<file path="config.mk">
export PLATFORM = sky130hd
export DESIGN_NAME = qdc_quadrature_decoder
export DESIGN_NICKNAME = d
export VERILOG_FILES = /design/src/verilog/qdc_quadrature_decoder.v
export VERILOG_INCLUDE_DIRS = /design/src /design/src/verilog
export SDC_FILE = /design/constraint.sdc
export NUM_CORES = 1
export LEC_CHECK = 0
export BUFFER_PORTS_ARGS = -buffer_cell sky130_fd_sc_hd__buf_2
export CAP_MARGIN = 20
export CORE_MARGIN = 2
export CORE_UTILIZATION = 28
export CTS_CLUSTER_DIAMETER = 50
export DETAILED_ROUTE_END_ITERATION = 12
export SLEW_MARGIN = 10
export SYNTH_ARGS = -nofsm -noshare
export SYNTH_HDL_FRONTEND = slang
export SYNTH_SLANG_ARGS = --single-unit
</file>
<file path="constraint.sdc">
create_clock -name aclk -period 5 [get_ports aclk]
set_clock_uncertainty 0.15 [all_clocks]
set_input_delay 1 -clock aclk [delete_from_list [all_inputs] [get_ports aclk]]
set_output_delay 1 -clock aclk [all_outputs]
set_load 0.005 [all_outputs]
</file>
<file path="src/verilog/qdc_regs.vh">
// Constants for the quadrature decoder and position counter.
// Included by the design file and the bench; holds definitions only.
`ifndef QDC_REGS_VH
`define QDC_REGS_VH

// Register byte offsets on the AXI4-Lite slave
`define QDC_OFS_POSITION 4'h0
`define QDC_OFS_LATCH 4'h4
`define QDC_OFS_STATUS 4'h8
`define QDC_OFS_CONTROL 4'hc

// Control register fields and reset value
`define QDC_CTL_COUNT_EN 0
`define QDC_CTL_SOFT_CLEAR 1
`define QDC_CTL_RESET 2'h1

// Status register fields
`define QDC_STS_FILT_A 0
`define QDC_STS_FILT_B 1
`define QDC_STS_INHIBIT 2
`define QDC_STS_RELEASE 3
`define QDC_STS_UP 4

// Noise filter history depth and the run of equal samples it needs
`define QDC_HIST_W 4
`define QDC_HIST_RUN 3

// AXI response codes
`define QDC_RESP_OKAY 2'h0
`define QDC_RESP_SLVERR 2'h2

`endif

</file>
<file path="src/verilog/qdc_quadrature_decoder.v">
// Quadrature decoder, up/down position counter, read latch and byte bus.
// Assumes one free-running clock, encoder phases and bus pins from outside.
`timescale 1ns/1ps
`include "qdc_regs.vh"

////////////////////////////////////////////////////////////////////////////////

// How it works
// - Clear input low zeroes counter, read latch and the read-inhibit logic.
// - Clear acts asynchronously, independent of clock and other inputs.
// - Byte bus driven only while output-enable is low, else released.
// - Output-enable and byte-choose sampled on falling edge steer latch loading.
// - Byte-choose picks which latch byte appears on the 8-bit byte bus.
// - Position read as two bytes: high byte (bits 8-15) first, then low byte.
// - With a 12-bit counter the top four bits of the high byte read zero.
// - Each valid filtered phase transition gives a step pulse while count enable is set.
// - Direction output high for up, low for down, settled before pulses rise.
// - Counter overflow or underflow gives a wrap pulse.
// - Step and wrap pulses rise after rising edge, fall after next falling edge.
// - Each phase is sampled every rising edge into a four-bit history.
// - Filtered phase changes only after three equal consecutive samples.
// - Pulses under two periods and spikes between edges are rejected.
// - Every edge of both filtered phases counts: four counts per cycle.
// - Previous and present phase states give a count strobe and direction.
// - Phase A leading counts up; phase B leading counts down.
// - Illegal transitions are not flagged; no error indication exists.
// - States: A1B0 is 1, A1B1 is 2, A0B1 is 3, A0B0 is 4.
// - Binary up/down counter of 12 or 16 bits, updates on rising edges.
// - Latch copies counter every rising edge unless read-inhibit freezes it.
// - OE low/SEL low inhibits; SEL high starts release; OE high completes it.
module qdc_quadrature_decoder #(
    parameter CNT_W = 16
) (
    // Clock and bus reset
    input wire aclk,
    input wire aresetn,
    // Asynchronous position clear
    input wire clear_n,
    // Encoder phases
    input wire phase_a_in,
    input wire phase_b_in,
    // Byte read port
    input wire read_oe_n,
    input wire byte_sel,
    output wire [7:0] byte_bus,
    output wire byte_bus_oe,
    // Decoder and cascade outputs
    output wire decode_step_pulse,
    output wire wrap_pulse,
    output wire count_up,
    // AXI4-Lite write address
    input wire [3:0] s_axi_awaddr,
    input wire s_axi_awvalid,
    output wire s_axi_awready,
    // AXI4-Lite write data
    input wire [31:0] s_axi_wdata,
    input wire [3:0] s_axi_wstrb,
    input wire s_axi_wvalid,
    output wire s_axi_wready,
    // AXI4-Lite write response
    output wire [1:0] s_axi_bresp,
    output wire s_axi_bvalid,
    input wire s_axi_bready,
    // AXI4-Lite read address
    input wire [3:0] s_axi_araddr,
    input wire s_axi_arvalid,
    output wire s_axi_arready,
    // AXI4-Lite read data
    output wire [31:0] s_axi_rdata,
    output wire [1:0] s_axi_rresp,
    output wire s_axi_rvalid,
    input wire s_axi_rready
);

    localparam [CNT_W-1:0] CNT_MAX = {CNT_W{1'b1}};
    localparam [CNT_W-1:0] CNT_ZERO = {CNT_W{1'b0}};

    ////////////////////////////////////////////////////////////////////////////
    // Noise filter, one history per phase

    wire [1:0] phase_raw;
    wire [1:0] filt;
    assign phase_raw = {phase_b_in, phase_a_in};

    genvar ch;
    generate
        for (ch = 0; ch < 2; ch = ch + 1) begin : g_filt
            reg [`QDC_HIST_W-1:0] hist_q;
            reg filt_q;
            wire [`QDC_HIST_RUN-1:0] run_w;
            // Oldest samples, past the catcher stage
            assign run_w = hist_q[`QDC_HIST_W-1:`QDC_HIST_W-`QDC_HIST_RUN];
            // Stage 0 is the metastability catcher; only stage 1 reads it
            always @(posedge aclk) begin
                if (!aresetn) begin
                    hist_q <= {`QDC_HIST_W{1'b0}};
                    filt_q <= 1'b0;
                end else begin
                    hist_q <= {hist_q[`QDC_HIST_W-2:0], phase_raw[ch]};
                    // Needs three equal stable samples to move
                    if (&run_w || ~|run_w) begin
                        filt_q <= run_w[`QDC_HIST_RUN-1];
                    end
                end
            end
            assign filt[ch] = filt_q;
        end
    endgenerate

    ////////////////////////////////////////////////////////////////////////////
    // Quadrature decoder

    reg [1:0] prev_q;
    reg strobe_q;
    reg up_q;
    wire [1:0] cur_ab;
    wire step_up;
    wire step_dn;
    // {a,b}: 10 state 1, 11 state 2, 01 state 3, 00 state 4
    assign cur_ab = {filt[0], filt[1]};
    // Up walks 1-2-3-4, i.e. A leads B
    assign step_up = (cur_ab[0] == prev_q[1]) && (cur_ab[1] == ~prev_q[0]);
    assign step_dn = (cur_ab[1] == prev_q[0]) && (cur_ab[0] == ~prev_q[1]);

    always @(posedge aclk) begin
        if (!aresetn) begin
            prev_q <= 2'h0;
            strobe_q <= 1'b0;
            up_q <= 1'b1;
        end else begin
            prev_q <= cur_ab;
            // Every single-phase edge counts
            strobe_q <= step_up | step_dn;
            // Illegal double changes silently dropped
            if (step_up | step_dn) begin
                up_q <= step_up;
            end
        end
    end

    // Direction leads the pulse by one cycle
    assign count_up = up_q;

    ////////////////////////////////////////////////////////////////////////////
    // Read-inhibit logic on the falling edge

    reg oe_n_s1;
    reg oe_n_s2;
    reg sel_s1;
    reg sel_s2;
    reg inhibit_q;
    reg release_q;

    always @(negedge aclk or negedge clear_n) begin
        if (!clear_n) begin
            oe_n_s1 <= 1'b1;
            oe_n_s2 <= 1'b1;
            sel_s1 <= 1'b0;
            sel_s2 <= 1'b0;
            inhibit_q <= 1'b0;
            release_q <= 1'b0;
        end else if (!aresetn) begin
            oe_n_s1 <= 1'b1;
            oe_n_s2 <= 1'b1;
            sel_s1 <= 1'b0;
            sel_s2 <= 1'b0;
            inhibit_q <= 1'b0;
            release_q <= 1'b0;
        end else begin
            oe_n_s1 <= read_oe_n;
            oe_n_s2 <= oe_n_s1;
            sel_s1 <= byte_sel;
            sel_s2 <= sel_s1;
            if (!oe_n_s2 && !sel_s2) begin
                inhibit_q <= 1'b1;
                release_q <= 1'b0;
            end else if (!oe_n_s2 && sel_s2 && inhibit_q) begin
                release_q <= 1'b1;
            end else if (oe_n_s2 && release_q) begin
                inhibit_q <= 1'b0;
                release_q <= 1'b0;
            end
        end
    end

    ////////////////////////////////////////////////////////////////////////////
    // Position counter and latch

    reg [CNT_W-1:0] count_q;
    reg [CNT_W-1:0] latch_q;
    reg step_tog_q;
    reg wrap_tog_q;
    reg [1:0] ctl_q;
    wire wrap_now;
    wire count_go;

    // Clear release passes two flops so no count lands on a metastable edge
    reg clr_s1_q;
    reg clr_s2_q;
    always @(posedge aclk or negedge clear_n) begin
        if (!clear_n) begin
            clr_s1_q <= 1'b0;
            clr_s2_q <= 1'b0;
        end else if (!aresetn) begin
            clr_s1_q <= 1'b1;
            clr_s2_q <= 1'b1;
        end else begin
            clr_s1_q <= 1'b1;
            clr_s2_q <= clr_s1_q;
        end
    end

    assign count_go = strobe_q & ctl_q[`QDC_CTL_COUNT_EN] & clr_s2_q;
    assign wrap_now = count_go & (up_q ? (count_q == CNT_MAX) : (count_q == CNT_ZERO));

    always @(posedge aclk or negedge clear_n) begin
        if (!clear_n) begin
            count_q <= CNT_ZERO;
            latch_q <= CNT_ZERO;
        end else if (!aresetn) begin
            count_q <= CNT_ZERO;
            latch_q <= CNT_ZERO;
        end else begin
            if (ctl_q[`QDC_CTL_SOFT_CLEAR]) begin
                count_q <= CNT_ZERO;
            end else if (count_go) begin
                // Plain binary wrap modulo width
                count_q <= up_q ? count_q + 1'b1 : count_q - 1'b1;
            end
            if (!inhibit_q) begin
                latch_q <= count_q;
            end
        end
    end

    // Toggles stay out of the clear: a cleared toggle would fake a pulse
    // against its falling-edge copy, which only the bus reset clears
    always @(posedge aclk) begin
        if (!aresetn) begin
            step_tog_q <= 1'b0;
            wrap_tog_q <= 1'b0;
        end else begin
            step_tog_q <= step_tog_q ^ count_go;
            wrap_tog_q <= wrap_tog_q ^ wrap_now;
        end
    end

    // Falling-edge copies end each pulse half a cycle after it rises
    reg step_fall_q;
    reg wrap_fall_q;
    always @(negedge aclk) begin
        if (!aresetn) begin
            step_fall_q <= 1'b0;
            wrap_fall_q <= 1'b0;
        end else begin
            step_fall_q <= step_tog_q;
            wrap_fall_q <= wrap_tog_q;
        end
    end

    // Rising edge of the wrap pulse is the cascade count trigger
    assign decode_step_pulse = step_tog_q ^ step_fall_q;
    assign wrap_pulse = wrap_tog_q ^ wrap_fall_q;

    ////////////////////////////////////////////////////////////////////////////
    // Byte bus, a straight pin-level mux

    wire [15:0] latch_wide;
    // Narrow counters read zero in the unused top bits
    assign latch_wide = {{(16-CNT_W){1'b0}}, latch_q};
    // High byte when select low, read first
    assign byte_bus = byte_sel ? latch_wide[7:0] : latch_wide[15:8];
    assign byte_bus_oe = ~read_oe_n;

    ////////////////////////////////////////////////////////////////////////////
    // AXI4-Lite slave, one write and one read in flight

    reg aw_full_q;
    reg [3:0] aw_addr_q;
    reg w_full_q;
    reg [31:0] w_data_q;
    reg [3:0] w_strb_q;
    reg bvalid_q;
    reg [1:0] bresp_q;
    reg rvalid_q;
    reg [1:0] rresp_q;
    reg [31:0] rdata_q;
    wire wr_go;
    wire wr_hit;

    assign s_axi_awready = ~aw_full_q & ~bvalid_q;
    assign s_axi_wready = ~w_full_q & ~bvalid_q;
    assign s_axi_bvalid = bvalid_q;
    assign s_axi_bresp = bresp_q;
    assign s_axi_arready = ~rvalid_q;
    assign s_axi_rvalid = rvalid_q;
    assign s_axi_rresp = rresp_q;
    assign s_axi_rdata = rdata_q;

    assign wr_go = aw_full_q & w_full_q & ~bvalid_q;
    assign wr_hit = (aw_addr_q == `QDC_OFS_CONTROL);

    always @(posedge aclk) begin
        if (!aresetn) begin
            aw_full_q <= 1'b0;
            aw_addr_q <= 4'h0;
            w_full_q <= 1'b0;
            w_data_q <= 32'h0;
            w_strb_q <= 4'h0;
            bvalid_q <= 1'b0;
            bresp_q <= `QDC_RESP_OKAY;
            ctl_q <= `QDC_CTL_RESET;
        end else begin
            // Soft clear lasts one cycle only
            ctl_q[`QDC_CTL_SOFT_CLEAR] <= 1'b0;
            if (s_axi_awvalid && s_axi_awready) begin
                aw_full_q <= 1'b1;
                aw_addr_q <= {s_axi_awaddr[3:2], 2'h0};
            end
            if (s_axi_wvalid && s_axi_wready) begin
                w_full_q <= 1'b1;
                w_data_q <= s_axi_wdata;
                w_strb_q <= s_axi_wstrb;
            end
            if (wr_go) begin
                aw_full_q <= 1'b0;
                w_full_q <= 1'b0;
                bvalid_q <= 1'b1;
                bresp_q <= wr_hit ? `QDC_RESP_OKAY : `QDC_RESP_SLVERR;
                if (wr_hit && w_strb_q[0]) begin
                    ctl_q <= w_data_q[1:0];
                end
            end else if (bvalid_q && s_axi_bready) begin
                bvalid_q <= 1'b0;
            end
        end
    end

    reg [31:0] rd_mux;
    reg rd_err;
    always @* begin
        rd_mux = 32'h0;
        rd_err = 1'b0;
        case ({s_axi_araddr[3:2], 2'h0})
            `QDC_OFS_POSITION: rd_mux = {{(32-CNT_W){1'b0}}, count_q};
            `QDC_OFS_LATCH: rd_mux = {16'h0, latch_wide};
            `QDC_OFS_STATUS: begin
                rd_mux[`QDC_STS_FILT_A] = filt[0];
                rd_mux[`QDC_STS_FILT_B] = filt[1];
                rd_mux[`QDC_STS_INHIBIT] = inhibit_q;
                rd_mux[`QDC_STS_RELEASE] = release_q;
                rd_mux[`QDC_STS_UP] = up_q;
            end
            `QDC_OFS_CONTROL: rd_mux = {30'h0, ctl_q};
            default: rd_err = 1'b1;
        endcase
    end

    always @(posedge aclk) begin
        if (!aresetn) begin
            rvalid_q <= 1'b0;
            rresp_q <= `QDC_RESP_OKAY;
            rdata_q <= 32'h0;
        end else if (s_axi_arvalid && s_axi_arready) begin
            rvalid_q <= 1'b1;
            rresp_q <= rd_err ? `QDC_RESP_SLVERR : `QDC_RESP_OKAY;
            rdata_q <= rd_mux;
        end else if (rvalid_q && s_axi_rready) begin
            rvalid_q <= 1'b0;
        end
    end

endmodule // qdc_quadrature_decoder

</file>
==> results.ini <==
[power_and_ir_drop]
power_mw=1.46
pwr-share-clk_pct=45.4
pwr-share-comb_pct=5.8
powerDensity_nw_per_um2=279
p_switching_mw=0.332
internal_power_mw=1.13
peakVddDrop_uv=158
sw_frac_of_total_pct=22.8
leakagePower_nw=2.35
power.share.sequential_pct=48.7

[routing]
viasPerCell=4.65
num_vias=3393
drtIter0Drc=169
dr.pass1.iters=4
routed_wl_um=10200
wl_per_cell_um=13.9
ant_nets=0
drcViolationCount=0

[synthesis]
yosysTopAreaCellShare_pct=20.1
synth_area_per_cell_um2=9.77
ys_warn_count=0
synth_most_common_cell=dfxtp_1
yosysSeqAreaShare_pct=42.1
synth_common_cells=dfxtp_1, nand2_1, nor2b_1
postSynth.asyncResetShare_pct=46.5
ys_ff_latch=86
ys.flop_type=dfxtp_1
yosys.area.top_type=dfxtp_1
synth_cell_type_count=59
synthTopCellsByArea=dfxtp_1, dfrtp_1, mux2i_1
syn-cell-area_um2=4570
synth_edf_count=0
syn_inst=468

[setup_path]
reg2regPathDepth=4
ff2ff_setup_slack_ns=1.11
crit_type=flip-flop to primary output
crit_path_top_delay_cell=dfxtp_1
crit_chain=xor2_1 -> buf_2
r2r_start=inhibit_q
worstPathRequired_ns=3.85
start_kind=flip-flop
path_buf_inv=1
worst_ep_arrival_time_ns=3.52
cpPeakStageDelay_ns=0.32
critPathTopFamily=flip-flops
critPathMaxFanout=1
worstReg2RegEnd=s_axi_rdata[2]
end_kind=primary output

[worst_hold_path]
hold_path_depth=1
hp-start=sel_s1
min_to=sel_s2
hp-class=flip-flop to flip-flop

[sta]
setup_tns_ns=0
rsz0062_at_grt=false
worst_pin_slew_ns=0.901
setup_viol=0
finalHoldViolCount=0
maxSlewHeadroom_pct=39.8
slew_viol_final=0

[layout]
layout.nets=582
drive_gt1_share_pct=20.8
fillers=1650
fin_util_pct=32.8
syn_to_final_growth_pct=14.4
finalInstanceArea_um2=5230
antennaDiodeCount=0

[die]
start_util_pct=28.7
ios=109
dieWidth_um=132
die_area_um2=17400
rows=46
die_h_um=132
core_area_um2=15900

[flow_run]
max-cap-violations=0

[cts]
cts_resized=0
cts_hold_buffers=0
path_clk_slew_ns=0.05
cts_tree=yes
cts.path.max_buffers=2
clk_latency_ns=0.39
cts_buffers=9
cts_root_buf=clkbuf_16
htree_levels=3
postCtsSetupBuffers=0
cts_sinks=86

[grt]
grt_usage_pct=12.0
grt_pass1_wl_um=16700
antenna_found_initial=0
grt_max_degree=37
grt_pass1_vias=3263
grt_overflow_total=0

[place]
hpwl_um=7480
post_dp_cell_area_um2=4930
io_buffer_count=52
gp_congestion=0.858

[outcome]
outcome=complete, no violations

## power by group through the flow
stage | combinational (mW) | sequential (mW) | clock (mW)
5_1_grt | 0.0959 | 0.713 | 0.714
3_5_place_dp | 0.0862 | 0.725 | 0.00623
2_1_floorplan | 0.0656 | 0.724 | 0.00623
4_1_cts | 0.0867 | 0.711 | 0.680
3_3_place_gp | 0.0842 | 0.724 | 0.00623
6_report | 0.0851 | 0.711 | 0.663
## worst max path at each step
stage | start | end | cells past startpoint
floorplan | aresetn | step_fall_q | 3
global placement | wrap_fall_q | wrap_pulse | 2
detailed placement | aresetn | release_q | 3
CTS | step_fall_q | decode_step_pulse | 2
finish | step_fall_q | decode_step_pulse | 2
global route | step_fall_q | decode_step_pulse | 2
## state kept, by name, indices dropped and copies added, names as in the netlist, 2 cells and up
signal	flops
count_q	16
latch_q	16
s_axi_rdata	16
g_filt.hist_q	8
aw_addr_q	2
ctl_q	2
g_filt.filt_q	2
prev_q	2
w_data_q	2
## cells in the final DEF, fill, tap and decap left out, drive strengths merged, types with 8 or more instances in the layout
| master | count |
|---|---|
| clkbuf | 10 |
| a22oi | 11 |
| nand3 | 17 |
| inv | 14 |
| a21boi | 9 |
| nor2b | 36 |
| dfrtp | 34 |
| mux2i | 24 |
| mux2 | 19 |
| ha | 16 |
| nor2 | 20 |
| conb | 20 |
| xnor2 | 8 |
| a21o | 9 |
| o21ai | 17 |
| and2 | 16 |
| buf | 56 |
| a21oi | 17 |
| dfxtp | 46 |
| nand2 | 36 |
## metrics by stage
| stage | setup slack (ns) | cells | hold WS, ns |
|---|---|---|---|
| final | 0.333 | 730 | 0.266 |
| after global routing | 0.265 | 730 | 0.292 |
| after CTS | 0.316 | 730 | 0.271 |
| after detailed placement | 0.715 | 711 | 0.267 |
| after global placement | 0.711 | 711 | 0.247 |
| after floorplan | 0.666 | 486 | 0.244 |
## cell families after synthesis
kind of cell,count (synthesis),synth area share (%)
simple gates,154,17.7
flops,86,42.1
xor+xnor,15,2.87
mux,45,11.0
compound gates,92,14.7
buf+inv,57,6.68
other cells,2,0.164
fa+ha+maj,17,4.82
## layer usage
layer	track usage (%)	up-vias	wire length [µm]	share of wire, %
li1	-	1687	-	-
met1	15.9	1613	4920	48
met2	18.7	79	4590	45
met3	3.58	14	480	4.7
met4	3.86	0	166	1.6
met5	0	-	0	0
## final cells by class
| type | count | area (µm²) | area share, % |
|---|---|---|---|
| Tap cell | 216 | 270 | 5.16 |
| Timing Repair Buffer | 56 | 290 | 5.55 |
| Clock buffer | 10 | 229 | 4.37 |
| Multi-Input combinational cell | 343 | 2410 | 46.1 |
| Inverter | 9 | 33.8 | 0.645 |
| Sequential cell | 86 | 1920 | 36.8 |
| Clock inverter | 10 | 75.1 | 1.43 |
No activity file was read; power rests on OpenSTA's default activity.
